## src/emap_regs.svh

```systemverilog
`ifndef EMAP_REGS_SVH
`define EMAP_REGS_SVH
`define EMAP_SEL_X    2'h0
`define EMAP_SEL_Y    2'h1
`define EMAP_SEL_P    2'h2
`define EMAP_SEL_NONE 2'h3
`define EMAP_AW       16
`define EMAP_DW       24
`endif

```

## src/emap_pkg.sv

```systemverilog
`include "emap_regs.svh"
package emap_pkg;
  typedef logic [1:0]           emap_sel_t;
  typedef logic [`EMAP_AW-1:0]  emap_addr_t;
  typedef logic [`EMAP_DW-1:0]  emap_data_t;
endpackage

```

## src/emap_port.sv

```systemverilog
`timescale 1ns/100ps
`include "emap_regs.svh"
module emap_port
  import emap_pkg::*;
(
  input  wire logic       sys_clk,
  input  wire logic       srst,
  input  wire logic       clkEn,
  input  wire logic       extAccessN,
  input  wire emap_sel_t  extSel,
  input  wire emap_addr_t extAddrIn,
  input  wire emap_data_t extDataIn,
  input  wire logic       extWrN,
  output logic            extDataOe,
  output emap_data_t      extDataOut,
  output emap_addr_t      extAddrOut,
  output logic            coreClkEn,
  output logic            coreDrvOe,
  input  wire emap_addr_t coreAddr [3],
  input  wire emap_data_t coreWData [3],
  input  wire logic       coreWr [3],
  input  wire emap_data_t memRData [3],
  output emap_addr_t      memAddr [3],
  output emap_data_t      memWData [3],
  output logic            memWr [3]
);
  logic       accS1_q;
  logic       accS2_q;
  emap_sel_t  selS1_q;
  emap_sel_t  selS2_q;
  logic       acc_q;
  emap_addr_t snoopAddr_q;
  emap_data_t snoopData_q;

  // Access and select pins pass two flops before use; memories themselves stay asynchronous to the host
  always_ff @(posedge sys_clk) begin
    if (srst) begin
      accS1_q <= 1'b0;
      accS2_q <= 1'b0;
      selS1_q <= `EMAP_SEL_NONE;
      selS2_q <= `EMAP_SEL_NONE;
    end else if (clkEn) begin
      accS1_q <= ~extAccessN;
      accS2_q <= accS1_q;
      selS1_q <= extSel;
      selS2_q <= selS1_q;
    end
  end

  function automatic logic selHit(input emap_sel_t s, input int i);
    selHit = (s != `EMAP_SEL_NONE) && (s == emap_sel_t'(i));
  endfunction

  // Registered mode flag: core clock enable toggles only on sys_clk edges, so no glitch
  always_ff @(posedge sys_clk) begin
    if (srst)
      acc_q <= 1'b0;
    else if (clkEn)
      acc_q <= accS2_q;
  end

  assign coreClkEn = ~acc_q;
  assign coreDrvOe = ~acc_q;
  // Bus driven by us only when snooping, never contending with the host
  assign extDataOe = ~acc_q;

  genvar g;
  generate
    for (g = 0; g < 3; g++) begin : gMem
      wire hit = selHit(selS2_q, g);
      assign memAddr[g]  = acc_q ? extAddrIn : coreAddr[g];
      assign memWData[g] = acc_q ? extDataIn : coreWData[g];
      assign memWr[g]    = acc_q ? (hit & ~extWrN) : coreWr[g];
    end
  endgenerate

  wire selOk = (selS2_q != `EMAP_SEL_NONE);
  wire [1:0] idx = selOk ? selS2_q : 2'h0;
  wire emap_data_t readData = acc_q ? memRData[idx] :
                              (coreWr[idx] ? coreWData[idx] : memRData[idx]);

  // Snoop mirror only reads core signals and memory read data, so core traffic is unaffected
  always_ff @(posedge sys_clk) begin
    if (srst) begin
      snoopAddr_q <= '0;
      snoopData_q <= '0;
    end else if (clkEn) begin
      snoopAddr_q <= (selOk && !acc_q) ? coreAddr[idx] : '0;
      snoopData_q <= selOk ? readData : '0;
    end
  end
  assign extAddrOut = snoopAddr_q;
  assign extDataOut = snoopData_q;


  // Mode control: entry, exit and reset state

  core_halt_a: assert property (@(posedge sys_clk) disable iff (srst)
    clkEn && accS2_q |=> !coreClkEn)
    else $error("core clock not stopped in access mode");

  tri_state_a: assert property (@(posedge sys_clk) disable iff (srst)
    acc_q |-> !coreDrvOe && !extDataOe)
    else $error("drivers enabled during access");

  oe_align_a: assert property (@(posedge sys_clk) disable iff (srst)
    coreDrvOe == coreClkEn && extDataOe == coreClkEn)
    else $error("mode outputs disagree");

  release_a: assert property (@(posedge sys_clk) disable iff (srst)
    clkEn && acc_q && !accS2_q |=> coreClkEn && coreDrvOe)
    else $error("core not released");

  run_stay_a: assert property (@(posedge sys_clk) disable iff (srst)
    clkEn && !accS2_q |=> coreClkEn)
    else $error("core halted without access request");

  // No disable here: the check is about what reset itself leaves behind
  reset_idle_a: assert property (@(posedge sys_clk)
    srst |=> coreClkEn && coreDrvOe && extDataOe && extAddrOut == '0 && extDataOut == '0)
    else $error("outputs not idle after reset");

  freeze_a: assert property (@(posedge sys_clk) disable iff (srst)
    !clkEn |=> $stable(acc_q) && $stable(extAddrOut) && $stable(extDataOut))
    else $error("state moved while frozen");

  // Host side of the memories in access mode

  one_mem_a: assert property (@(posedge sys_clk) disable iff (srst)
    acc_q |-> $countones({memWr[0], memWr[1], memWr[2]}) <= 1)
    else $error("more than one memory written");

  host_x_a: assert property (@(posedge sys_clk) disable iff (srst)
    acc_q && !extWrN && selS2_q == `EMAP_SEL_X |-> memWr[0] && !memWr[1] && !memWr[2])
    else $error("host write missed X memory");

  host_y_a: assert property (@(posedge sys_clk) disable iff (srst)
    acc_q && !extWrN && selS2_q == `EMAP_SEL_Y |-> !memWr[0] && memWr[1] && !memWr[2])
    else $error("host write missed Y memory");

  host_p_a: assert property (@(posedge sys_clk) disable iff (srst)
    acc_q && !extWrN && selS2_q == `EMAP_SEL_P |-> !memWr[0] && !memWr[1] && memWr[2])
    else $error("host write missed program memory");

  none_sel_a: assert property (@(posedge sys_clk) disable iff (srst)
    acc_q && selS2_q == `EMAP_SEL_NONE |-> !memWr[0] && !memWr[1] && !memWr[2])
    else $error("unselected code wrote memory");

  host_idle_a: assert property (@(posedge sys_clk) disable iff (srst)
    acc_q && extWrN |-> !memWr[0] && !memWr[1] && !memWr[2])
    else $error("memory written without host strobe");

  mem_owner_a: assert property (@(posedge sys_clk) disable iff (srst)
    acc_q |-> memAddr[0] == extAddrIn && memAddr[2] == extAddrIn)
    else $error("memory not owned by external bus");

  owner_y_a: assert property (@(posedge sys_clk) disable iff (srst)
    acc_q |-> memAddr[1] == extAddrIn)
    else $error("Y memory not owned by external bus");

  host_data_a: assert property (@(posedge sys_clk) disable iff (srst)
    acc_q |-> memWData[0] == extDataIn && memWData[1] == extDataIn && memWData[2] == extDataIn)
    else $error("host data not routed to memories");

  // Run mode: core owns the memories, host only watches

  run_hostwr_a: assert property (@(posedge sys_clk) disable iff (srst)
    !acc_q && !extWrN |-> memWr[0] == coreWr[0] && memWr[1] == coreWr[1] && memWr[2] == coreWr[2])
    else $error("host strobe reached memory in run mode");

  core_own_a: assert property (@(posedge sys_clk) disable iff (srst)
    !acc_q |-> memAddr[0] == coreAddr[0] && memWr[0] == coreWr[0] && memWData[0] == coreWData[0])
    else $error("X memory not returned to core");

  core_own_p_a: assert property (@(posedge sys_clk) disable iff (srst)
    !acc_q |-> memAddr[2] == coreAddr[2] && memWr[2] == coreWr[2] && memWData[2] == coreWData[2])
    else $error("program memory not returned to core");

  snoop_free_a: assert property (@(posedge sys_clk) disable iff (srst)
    !acc_q |-> memWr[1] == coreWr[1] && memAddr[1] == coreAddr[1])
    else $error("snoop disturbed core access");

  snoop_oe_a: assert property (@(posedge sys_clk) disable iff (srst)
    !acc_q |-> extDataOe)
    else $error("snoop bus not driven in run mode");

  // Snoop mirror contents

  snoop_x_a: assert property (@(posedge sys_clk) disable iff (srst)
    clkEn && !acc_q && selS2_q == `EMAP_SEL_X |=> extAddrOut == $past(coreAddr[0]))
    else $error("snoop mirror wrong bus for X");

  snoop_mux_a: assert property (@(posedge sys_clk) disable iff (srst)
    clkEn && !acc_q && selS2_q == `EMAP_SEL_Y |=> extAddrOut == $past(coreAddr[1]))
    else $error("snoop mirror wrong bus");

  snoop_p_a: assert property (@(posedge sys_clk) disable iff (srst)
    clkEn && !acc_q && selS2_q == `EMAP_SEL_P |=> extAddrOut == $past(coreAddr[2]))
    else $error("snoop mirror wrong bus for program");

  addr_blank_a: assert property (@(posedge sys_clk) disable iff (srst)
    clkEn && (acc_q || selS2_q == `EMAP_SEL_NONE) |=> extAddrOut == '0)
    else $error("snoop address not blanked");

  data_blank_a: assert property (@(posedge sys_clk) disable iff (srst)
    clkEn && !selOk |=> extDataOut == '0)
    else $error("snoop data not blanked");

  snoop_wdata_a: assert property (@(posedge sys_clk) disable iff (srst)
    clkEn && !acc_q && selOk && coreWr[idx] |=> extDataOut == $past(coreWData[idx]))
    else $error("snoop missed core write data");

  snoop_rdata_a: assert property (@(posedge sys_clk) disable iff (srst)
    clkEn && !acc_q && selOk && !coreWr[idx] |=> extDataOut == $past(memRData[idx]))
    else $error("snoop missed memory read data");

  // Selection may move freely while the core runs

  sel_run_a: assert property (@(posedge sys_clk) disable iff (srst)
    clkEn && !accS2_q && !acc_q && $changed(selS2_q) |=> coreClkEn)
    else $error("select change halted core");
endmodule

```

## config.mk

```make
export PLATFORM = sky130hd
export DESIGN_NAME = emap_port
export DESIGN_NICKNAME = d
export VERILOG_FILES = /design/src/emap_pkg.sv /design/src/emap_port.sv
export VERILOG_INCLUDE_DIRS = /design/src /design/src/src
export SDC_FILE = /design/constraint.sdc
export NUM_CORES = 1
export LEC_CHECK = 0
export BUFFER_PORTS_ARGS = -buffer_cell sky130_fd_sc_hd__buf_2
export CAP_MARGIN = 0
export CORE_AREA = 2 2 156 158
export CTS_BUF_LIST = sky130_fd_sc_hd__clkbuf_8
export DETAILED_ROUTE_END_ITERATION = 10
export DIE_AREA = 0 0 158 160
export GPL_TIMING_DRIVEN = 0
export HOLD_SLACK_MARGIN = 0.1
export PLACE_DENSITY = 0.53
export SETUP_SLACK_MARGIN = 0.5
export SYNTH_ARGS = -nofsm -noshare
export SYNTH_HDL_FRONTEND = slang
export SYNTH_SLANG_ARGS = --single-unit
```

## constraint.sdc

```tcl
create_clock -name sys_clk -period 4 [get_ports sys_clk]
set_input_delay 0.4 -clock sys_clk [delete_from_list [all_inputs] [get_ports sys_clk]]
set_output_delay 0.4 -clock sys_clk [all_outputs]
set_load 0.01 [all_outputs]
```

==> qor.yml <==
status:
  outcome: "completed"
power:
  p_leak_nw: 4.80
  powerDensity_nw_per_um2: 210
  ir_drop_mv: 0.104
setup_path:
  crit_fanout: 10
  crit_start: "acc_q"
  path_class: "reg2out"
  cp.arrival_ns: 2.47
  required_ns: 3.60
  critPathLaunchType: "flop"
  crit_chain: "clkbuf_1, clkbuf_1, nand2_1, o21ai_0, buf_2"
  worstReg2RegStart: "selS2_q[1]"
  endpoint_kind: "output port"
  cp_common_cell: "clkbuf_1"
  slowest_delay_ns: 0.66
  cp_slowest_cell: "clkbuf_1"
cts:
  clockBufferDepth: 2
  cts.sinks: 47
  postCtsSetupBuffers: 0
  path_clk_slew_ns: 0.10
  cts-resized-gates: 0
  cts_buffers: 5
  ctsRootBufferMaster: "clkbuf_8"
  clock_latency_ns: 0.32
  cts_tree: "done"
  hold_buffers: 0
  htreeDepth: 2
sta:
  final-setup-viol-count: 0
  finalCritPeriodShare_pct: 71.7
  clock.fmax_mhz: 349
  fin_skew_ns: 0.00531
  rsz0062_at_grt: "false"
  worst_slew_pin_slew_ns: 0.921
  period_minus_slack_ns: 2.87
  relSlewSlack_pct: 38.6
  slew_violations: 0
  hold_viol: 0
  tns_ns: 0
  holdWs_ns: 0.276
flow_run:
  max_cap_viol_count: 0
yosys:
  syn-num-nets: 991
  synth-seq-cells: 47
  synth.distinct_cells: 27
  synth.avg_cell_area_um2: 6.90
  synth_cells: 749
  synth-seq-area-share_pct: 18.2
  synth.cell_area_um2: 5170
  yosys_warnings: 0
floorplanning:
  num_rows: 57
  pin_count: 408
  dieArea_um2: 25300
  core-area_um2: 23800
  die_h_um: 160
  die_width_um: 158
  start_util_pct: 21.7
global_routing:
  grt_overflow_total: 0
  grt_first_pass_wirelength_um: 39000
  antenna_found_initial: 4
  grt_usage_pct: 20.5
  grt_max_degree: 15
  grt_pass1_vias: 6659
detailed_routing:
  wl_met3_um: 1540
  drt_first_iter_violations: 334
  top_layer_used: "met4"
  first_pass_iters: 6
  drc_errors: 0
  routed_via_density: 4.55
  antenna_left: 0
  drt-met1-wl_um: 11400
  drt-total-wl_um: 27100
  num_vias: 6781
  post_drt_wl_per_cell_um: 18.2
  routed-wl-met2_um: 13700
final_layout:
  fin_util_pct: 32.4
  final_nets: 1404
  drive_above_1_share_pct: 38.3
  area_growth_pct: 49.4
  layout_common_cells: "426 x buf_2, 170 x mux2i_1, 140 x o21ai_0"
  finalNonFillerCells: 1491
  final_common_cell: "buf_2"
hold_path:
  min_from: "extAccessN"
  min_path_type: "in2reg"
placed_design:
  io_buffers: 406
  place_congestion: 0.901
  dp_hpwl_um: 22000
  dpl.cell_count: 1479
## cell usage after synthesis (all sizes together)
cell type / count / share of area, %
o32ai: 1 / 0.17
a21o: 1 / 0.15
clkbuf: 31 / 2.3
o21ai: 160 / 16
a211o: 4 / 0.68
a211oi: 1 / 0.15
buf: 31 / 3.9
a22oi: 1 / 0.41
nor2: 5 / 0.36
a21oi: 16 / 1.5
and3: 1 / 0.12
mux2i: 170 / 33
mux2: 2 / 0.58
o41ai: 1 / 0.17
o211ai: 32 / 4.6
nor2b: 5 / 0.61
dfxtp: 47 / 18
nand2: 115 / 8.4
nand3b: 1 / 0.15
nor4b: 1 / 0.17
inv: 123 / 8.9
## worst max-delay path: cells and delay by family (launching register included)
family / cells / cell delay [ns]
AOI/OAI and AO/OA: 1 / 0.22
DFF: 1 / 0.38
buffers and inverters: 3 / 1.37
and+or+nand+nor: 1 / 0.17
## flip-flops by register name (all words and copies together) (netlist names)
register	cells
acc_q	1
selS1_q	2
accS1_q	1
extDataOut	24
selS2_q	2
extAddrOut	16
accS2_q	1
## worst paths after layout
check	end	slack [ns]	depth (start not counted)
hold / removal	accS1_q	0.28	2
setup / recovery	memWData[44]	1.13	5
setup reg to reg	extDataOut[4]	1.88	6
hold reg to reg	extDataOut[8]	0.45	2
## cell families after synthesis
family | count (synthesis) | synth area share (%)
buf+inv | 185 | 15.1
compound gates | 217 | 23.5
simple gates | 128 | 9.76
flops | 47 | 18.2
mux | 172 | 33.5
## final cells by class
cell class | instances | area [um^2]
fill | 2761 | 16100
clock buffer | 7 | 96.3
sequential | 47 | 941
clock inverter | 1 | 7.51
buffer | 62 | 317
inverter | 123 | 462
timing repair buffer | 406 | 2030
multi-input combinational | 517 | 3450
tap | 324 | 405
antenna | 4 | 10.0
## report_power, final
part,internal (mW),switching [mW],leakage (nW)
Sequential,0.492,0.0108,0.383
Clock,0.158,0.179,0.0505
Combinational,0.346,0.435,4.37
Total,0.996,0.624,4.80
## stage by stage
| step | worst slack (ns) | power, mW | instance area, um^2 |
|---|---|---|---|
| 2_1_floorplan | 2.20 | 0.938 | 5170 |
| 3_3_place_gp | 1.46 | 1.30 | 7610 |
| 3_5_place_dp | 1.44 | 1.30 | 7610 |
| 4_1_cts | 1.05 | 1.65 | 7710 |
| 5_1_grt | 0.862 | 1.73 | 7720 |
| 6_report | 1.13 | 1.62 | 7720 |
## per-layer routing
metal | vias up | GRT usage, %
met5 | - | 0
met4 | 0 | 5.12
met3 | 27 | 3.20
met2 | 274 | 37.2
met1 | 3134 | 24.8
li1 | 3346 | -
Note: power is estimated with default switching activity, not from simulation.
